### src/hw/mre_pkg.sv
// constants and carrier types for the move and return execution block
// assumes one core clock; instruction cycles are derived by an enable divider
package mre_pkg;

   // widths of core quantities
   typedef logic [13:0] mre_word_t;
   typedef logic [12:0] mre_pc_t;
   typedef logic [7:0]  mre_byte_t;
   typedef logic [6:0]  mre_faddr_t;

   // core clocks per instruction cycle (four phases per cycle)
   localparam int unsigned CLKS_PER_ICYCLE = 4;
   localparam logic [1:0]  DIV_LAST        = 2'(CLKS_PER_ICYCLE - 1);
   localparam logic [1:0]  DIV_RESET       = 2'h0;

   // reset values and the program counter step
   localparam mre_pc_t   PC_RESET  = 13'h0000;
   localparam mre_byte_t ACC_RESET = 8'h00;
   localparam mre_pc_t   PC_STEP   = 13'h0001;

   // opcode masks and match patterns; masked-out bits are don't-care
   localparam mre_word_t MOVE_ACC_TO_FILE_MASK   = 14'h3f80;
   localparam mre_word_t MOVE_ACC_TO_FILE_MATCH  = 14'h0080;
   localparam mre_word_t LOAD_LITERAL_ACC_MASK   = 14'h3c00;
   localparam mre_word_t LOAD_LITERAL_ACC_MATCH  = 14'h3000;
   localparam mre_word_t RETURN_WITH_LIT_MASK    = 14'h3c00;
   localparam mre_word_t RETURN_WITH_LIT_MATCH   = 14'h3400;
   localparam mre_word_t IDLE_INSTRUCTION_MASK   = 14'h3f9f;
   localparam mre_word_t IDLE_INSTRUCTION_MATCH  = 14'h0000;
   localparam mre_word_t SUB_RETURN_WORD         = 14'h0008;
   localparam mre_word_t INTERRUPT_RETURN_WORD   = 14'h0009;

   // operand fields
   localparam int unsigned LIT_LSB  = 0;
   localparam int unsigned LIT_MSB  = 7;
   localparam int unsigned FILE_LSB = 0;
   localparam int unsigned FILE_MSB = 6;

   // bit of the global_interrupt_enable inside interrupt_control_register
   localparam int unsigned GLOBAL_INTERRUPT_ENABLE_BIT = 7;

   // execution states, one-hot
   typedef enum logic [1:0] {
      ST_EXEC  = 2'h1,
      ST_FLUSH = 2'h2
   } mre_state_e;

   // file register write port
   typedef struct packed {
      logic   we;
      mre_faddr_t addr;
      mre_byte_t  data;
   } mre_file_wr_s;

   // divider state
   typedef struct packed {
      logic [1:0] cnt;
      logic       en;
   } mre_div_s;

   // execution core state
   typedef struct packed {
      mre_state_e   state;
      mre_pc_t      pc;
      mre_byte_t    acc;
      mre_file_wr_s fwr;
      logic         pop;
      logic         int_enable_set;
      logic         done;
      logic         unsupported;
   } mre_core_s;

endpackage

### src/hw/mre_cycle_div.sv
// instruction cycle enable divider
// assumes the core clock; gives a one-clock pulse once per instruction cycle
`timescale 1ns/100ps

module mre_cycle_div (
   // clock and reset
   input  wire logic clk_i,
   input  wire logic rst_n_i,
   // instruction cycle enable
   output logic      en_o
);

   mre_pkg::mre_div_s div_r;
   mre_pkg::mre_div_s div_nxt;

   // count phases; pulse in the clock after the last one
   always_comb begin
      div_nxt     = div_r;
      div_nxt.en  = (div_r.cnt == mre_pkg::DIV_LAST);
      div_nxt.cnt = (div_r.cnt == mre_pkg::DIV_LAST) ? mre_pkg::DIV_RESET
                                                      : div_r.cnt + 2'h1;
   end

   // state register
   always_ff @(posedge clk_i or negedge rst_n_i) begin
      if (!rst_n_i) begin
         div_r <= '0;
      end else begin
         div_r <= div_nxt;
      end
   end

   assign en_o = div_r.en;

endmodule // mre_cycle_div

### src/hw/mre_exec_core.sv
// executes accumulator moves, literal loads, the idle instruction and the returns
// assumes program memory and return stack on the same clock; the word at
// PROG_ADDR_O and the stack top are stable by the end of each instruction cycle
`timescale 1ns/100ps

// What this block does
// - move accumulator into addressed file register, one cycle
// - load eight-bit literal into accumulator, one cycle
// - interrupt return pops stack into PC, two cycles
// - interrupt return sets global interrupt enable bit
// - literal return loads literal into accumulator
// - literal return reloads PC from stack, two cycles
// - subroutine return pops stack into PC, two cycles
module mre_exec_core (
   // clock and reset
   input  wire logic                 CLOCK_I,
   input  wire logic                 RESET_N_I,
   // program memory
   input  wire mre_pkg::mre_word_t   PROG_WORD_I,
   output mre_pkg::mre_pc_t          PROG_ADDR_O,
   // return stack
   input  wire mre_pkg::mre_pc_t     TOP_OF_STACK_I,
   output logic                      STACK_POP_O,
   // data side
   output mre_pkg::mre_byte_t        ACC_O,
   output mre_pkg::mre_file_wr_s     FILE_WR_O,
   output logic                      GLOBAL_INTERRUPT_ENABLE_SET_O,
   // progress
   output logic                      CYCLE_DONE_O,
   output logic                      UNSUPPORTED_O
);

   logic                 icyc_en;
   mre_pkg::mre_core_s   core_r;
   mre_pkg::mre_core_s   core_nxt;
   mre_pkg::mre_byte_t   lit;
   mre_pkg::mre_faddr_t  faddr;
   logic                 is_store;
   logic                 is_load;
   logic                 is_lit_ret;
   logic                 is_idle;
   logic                 is_sub_ret;
   logic                 is_int_ret;

   // instruction cycle timing
   mre_cycle_div u_div (
      .clk_i   (CLOCK_I),
      .rst_n_i (RESET_N_I),
      .en_o    (icyc_en)
   );

   // decode; don't-care bits are masked, not checked
   assign lit       = PROG_WORD_I[mre_pkg::LIT_MSB:mre_pkg::LIT_LSB];
   assign faddr     = PROG_WORD_I[mre_pkg::FILE_MSB:mre_pkg::FILE_LSB];
   assign is_store   = (PROG_WORD_I & mre_pkg::MOVE_ACC_TO_FILE_MASK)
                       == mre_pkg::MOVE_ACC_TO_FILE_MATCH;
   assign is_load    = (PROG_WORD_I & mre_pkg::LOAD_LITERAL_ACC_MASK)
                       == mre_pkg::LOAD_LITERAL_ACC_MATCH;
   assign is_lit_ret = (PROG_WORD_I & mre_pkg::RETURN_WITH_LIT_MASK)
                       == mre_pkg::RETURN_WITH_LIT_MATCH;
   assign is_idle    = (PROG_WORD_I & mre_pkg::IDLE_INSTRUCTION_MASK)
                       == mre_pkg::IDLE_INSTRUCTION_MATCH;
   assign is_sub_ret = PROG_WORD_I == mre_pkg::SUB_RETURN_WORD;
   assign is_int_ret = PROG_WORD_I == mre_pkg::INTERRUPT_RETURN_WORD;

   // next state; pulses last one clock, at the end of the instruction cycle
   always_comb begin
      core_nxt             = core_r;
      core_nxt.fwr.we      = 1'b0;
      core_nxt.pop         = 1'b0;
      core_nxt.int_enable_set = 1'b0;
      core_nxt.done        = 1'b0;
      core_nxt.unsupported = 1'b0;
      if (icyc_en) begin
         core_nxt.done = 1'b1;
         case (core_r.state)
            mre_pkg::ST_EXEC: begin
               // default path: advance by one word
               core_nxt.pc = core_r.pc + mre_pkg::PC_STEP;
               if (is_store) begin
                  core_nxt.fwr.we   = 1'b1;
                  core_nxt.fwr.addr = faddr;
                  core_nxt.fwr.data = core_r.acc;
               end else if (is_load) begin
                  core_nxt.acc = lit;
               end else if (is_lit_ret) begin
                  core_nxt.acc   = lit;
                  core_nxt.pc    = TOP_OF_STACK_I;
                  core_nxt.pop   = 1'b1;
                  core_nxt.state = mre_pkg::ST_FLUSH;
               end else if (is_sub_ret) begin
                  core_nxt.pc    = TOP_OF_STACK_I;
                  core_nxt.pop   = 1'b1;
                  core_nxt.state = mre_pkg::ST_FLUSH;
               end else if (is_int_ret) begin
                  core_nxt.pc             = TOP_OF_STACK_I;
                  core_nxt.pop            = 1'b1;
                  core_nxt.int_enable_set = 1'b1;
                  core_nxt.state          = mre_pkg::ST_FLUSH;
               end else if (is_idle) begin
                  core_nxt.pc = core_r.pc + mre_pkg::PC_STEP;
               end else begin
                  // other opcodes belong elsewhere; skipped like idle
                  core_nxt.unsupported = 1'b1;
               end
            end
            mre_pkg::ST_FLUSH: begin
               // second cycle of a return: the fetched word is discarded
               core_nxt.state = mre_pkg::ST_EXEC;
            end
            default: begin
               core_nxt.state = mre_pkg::ST_EXEC;
            end
         endcase
      end
   end

   // state register; no status flags are kept or touched here
   always_ff @(posedge CLOCK_I or negedge RESET_N_I) begin
      if (!RESET_N_I) begin
         core_r.state       <= mre_pkg::ST_EXEC;
         core_r.pc          <= mre_pkg::PC_RESET;
         core_r.acc         <= mre_pkg::ACC_RESET;
         core_r.fwr         <= '0;
         core_r.pop         <= 1'b0;
         core_r.int_enable_set <= 1'b0;
         core_r.done        <= 1'b0;
         core_r.unsupported <= 1'b0;
      end else begin
         core_r <= core_nxt;
      end
   end

   // outputs straight from the state register
   assign PROG_ADDR_O   = core_r.pc;
   assign ACC_O         = core_r.acc;
   assign FILE_WR_O     = core_r.fwr;
   assign STACK_POP_O   = core_r.pop;
   assign GLOBAL_INTERRUPT_ENABLE_SET_O = core_r.int_enable_set;
   assign CYCLE_DONE_O  = core_r.done;
   assign UNSUPPORTED_O = core_r.unsupported;

endmodule // mre_exec_core

### config.mk
export PLATFORM = sky130hd
export DESIGN_NAME = mre_exec_core
export DESIGN_NICKNAME = d
export VERILOG_FILES = /design/src/hw/mre_pkg.sv /design/src/hw/mre_cycle_div.sv /design/src/hw/mre_exec_core.sv
export SDC_FILE = /design/constraint.sdc
export NUM_CORES = 1
export LEC_CHECK = 0
export BUFFER_PORTS_ARGS = -buffer_cell sky130_fd_sc_hd__buf_2
export CAP_MARGIN = 20
export CORE_UTILIZATION = 51
export CTS_CLUSTER_DIAMETER = 60
export DETAILED_ROUTE_END_ITERATION = 10
export GPL_ROUTABILITY_DRIVEN = 0
export PLACE_DENSITY = 0.89
export SYNTH_ARGS = -nofsm -noshare
export SYNTH_HDL_FRONTEND = slang
export SYNTH_SLANG_ARGS = --single-unit
### constraint.sdc
create_clock -name CLOCK_I -period 2.2 [get_ports CLOCK_I]
set_input_delay 0.11 -clock CLOCK_I [delete_from_list [all_inputs] [get_ports CLOCK_I]]
set_output_delay 0.11 -clock CLOCK_I [all_outputs]
set_load 0.02 [all_outputs]
==> results.py <==
metrics = {
    "clock_tree": {
        "clockBufferDepth": 2,
        "cts_buffers": 5,
        "clock-root-buffer": "clkbuf_8",
        "cts_max_level": 2,
        "clock_latency_ns": 0.30,
        "clkTransAtPathRegs_ns": 0.08,
        "cts_tree": "built",
        "cts_setup_buffers": 0,
        "cts_sinks": 46,
    },
    "power_and_ir_drop": {
        "peakVddDrop_v": 0.000373,
        "finalPower_mw": 2.15,
        "powerDensity_nw_per_um2": 821,
        "leakage_nw": 1.32,
    },
    "floorplan": {
        "die_w_um": 70.2,
        "ios": 70,
        "die_area_um2": 4930,
        "num_rows": 24,
        "floorplan.core_area_um2": 4410,
        "die_h_um": 70.2,
        "start_util_pct": 53.7,
    },
    "routing": {
        "wl_per_cell_um": 16.0,
        "drt_wl_total_mm": 4.91,
        "m1WireLength_mm": 2.08,
        "route.detailed.drc": 0,
        "top_layer_used": "met4",
        "ant_nets": 0,
        "vias": 1753,
        "routed-wl-met3_um": 307,
        "first_iter_violations": 201,
        "vias_per_cell": 5.73,
        "routed-wl-met2_mm": 2.44,
        "first_pass_iters": 4,
    },
    "sta": {
        "worst_slew_pin_slew_ns": 0.583,
        "fin_crit_sh_pct": 85.8,
        "finalSetupTns_ns": 0,
        "timing.fmax_mhz": 530,
        "finalMaxSlewViolations": 0,
        "setup_viol": 0,
        "fin_skew_ns": 0.0115,
        "period_minus_slack_ns": 1.89,
        "relSlewSlack_pct": 61.1,
        "rsz0062_at_grt": "false",
        "hold_viol_final": 0,
        "fin_ws_ns": 0.312,
    },
    "global_route": {
        "grt_pass1_vias": 1684,
        "grt_first_pass_wirelength_mm": 8.02,
        "grt.total_usage_pct": 21.0,
        "grt_overflow": 0,
        "grt_max_degree": 25,
        "antenna_found_initial": 0,
    },
    "worst_hold_path": {
        "hold_class": "in2reg",
    },
    "run_status": {
        "status": "finished, final reports clean",
    },
    "synth": {
        "synth_seq_area_share_pct": 48.6,
        "synth_edf_count": 0,
        "synth_area_leader_cell": "dfrtp_1",
        "ys_top_cells_by_area": "dfrtp_1 (47%), buf_4 (12%), mux2_2 (11%), nand3_1 (2.7%), nor2_1 (2.4%)",
        "ys_types": 46,
        "syn_area_um2": 2370,
        "ys_warn_count": 0,
        "syn_avg_cell_area_um2": 11.1,
        "ys_seq_elements": 46,
        "syn_inst": 214,
        "synthTopCellsByCount": "dfrtp_1 (45), buf_4 (38), mux2_2 (23)",
        "yosys.area.top_type_share_pct": 47.5,
        "synth_flop_cell": "dfrtp_1",
        "syn-num-nets": 245,
        "synth_most_common_cell": "dfrtp_1",
        "async_reset_ff_share_pct": 100,
    },
    "worst_setup_path": {
        "critPathKind": "reg2reg",
        "worst_ep_arrival_time_ns": 2.08,
        "cp_num_buf_inv": 0,
        "max_stage_delay_ns": 0.55,
        "crit_path_start_kind": "flop",
        "cp.required_ns": 2.39,
        "critPathMaxFanout": 16,
        "cp_top_family": "simple AND/OR/NAND/NOR gates",
        "crit_path_top_delay_cell": "dfstp_2",
        "endpoint_kind": "flop",
        "path_cells": "and3b_1 -> nand3_2 -> mux2_2",
    },
    "cells_and_area": {
        "final_util_pct": 59.4,
        "antenna_cells": 0,
        "areaGrowthSynthToFinish_pct": 10.5,
        "register_area_um2": 1150,
        "post-route-cell-area_um2": 2620,
        "multi_input_comb_area_um2": 887,
        "fillCellCount": 369,
        "nets": 284,
        "drive_above_1_share_pct": 46.1,
    },
    "place": {
        "place_area_um2": 2500,
        "port_buffers": 69,
        "pre_cts_slack_ns": 0.302,
        "dp_hpwl_mm": 3.76,
    },
    "run": {
        "drv_cap": 0,
    },
}
layout make-up:
class	instances	share of cell area (%)
Clock buffer	5	2.62
Clock inverter	3	1.67
Inverter	3	0.477
Multi-Input combinational cell	122	33.8
Sequential cell	46	43.9
Tap cell	52	2.48
Timing Repair Buffer	75	15.0
metal layers:
metal  GRT usage, %  vias to the layer above
met3           4.04                        7
li1               -                      804
met5              0                        -
met1           27.9                      870
met4           9.56                        0
met2           33.2                       72
per-stage QoR:
step                cells  hold slack [ns]
floorplan             214           -0.186
global placement      297            0.105
detailed placement    297            0.105
CTS                   306           0.0405
global route          306           0.0424
finish                306           0.0407
tightest hold or removal path, delay by kind of cell:
kind | cells | cell delay (ns)
compound gates | 1 | 0.07
simple gates | 1 | 0.04
buf+inv | 1 | 0.07
flip-flops by register name, summed over array words and instances (netlist names):
signal,flops
ACC_O,8
CYCLE_DONE_O,1
FILE_WR_O,16
GLOBAL_INTERRUPT_ENABLE_SET_O,1
PROG_ADDR_O,13
STACK_POP_O,1
UNSUPPORTED_O,1
core_r,2
u_div.div_r,2
u_div.en_o,1
where the power goes:
group | internal, mW | switching [mW]
logic | 0.189 | 0.281
registers | 0.939 | 0.114
clock network | 0.340 | 0.289
final timing paths:
path | startpoint | end | slack, ns | cells past startpoint
setup / recovery | core_r[41]$_DFFE_PN1P_ | FILE_WR_O[14]$_DFFE_PN0P_ | 0.31 | 3
hold / removal | TOP_OF_STACK_I[6] | PROG_ADDR_O[6]$_DFFE_PN0P_ | 0.04 | 3
setup reg to reg | core_r[41]$_DFFE_PN1P_ | FILE_WR_O[14]$_DFFE_PN0P_ | 0.31 | 3
hold reg to reg | u_div.en_o$_DFF_PN0_ | CYCLE_DONE_O$_DFF_PN0_ | 0.45 | 0
max in group asynchronous | RESET_N_I | GLOBAL_INTERRUPT_ENABLE_SET_O$_DFF_PN0_ | 1.31 | 3
min in group asynchronous | RESET_N_I | FILE_WR_O[4]$_DFFE_PN0P_ | 0.31 | 2
logic make-up after synthesis:
kind of cell	synth area share, %
AND/OR/NAND/NOR	16.8
buffers and inverters	14.0
flip-flops	48.6
AO/OA/AOI/OAI	7.81
multiplexers	11.8
adder cells (fa/ha/maj)	1.05
cells in the final DEF (no fill, tap or decap), types with 3 or more instances in the layout:
cell / count
clkbuf_8: 5
mux2_2: 23
o21ai_0: 4
nand4_1: 4
and2_1: 3
nor2_1: 15
nand3_1: 13
nor3_1: 5
buf_4: 5
a21oi_1: 9
buf_2: 69
dfrtp_1: 45
a31oi_1: 3
nand3b_1: 3
nand2_1: 9
what timing repair did:
item / in CTS / in global routing
gates resized for setup: 0 / 0
hold buffers: 1 / 0
hold endpoints to repair: 21 / 0
Note: power is estimated with default switching activity, not from simulation.
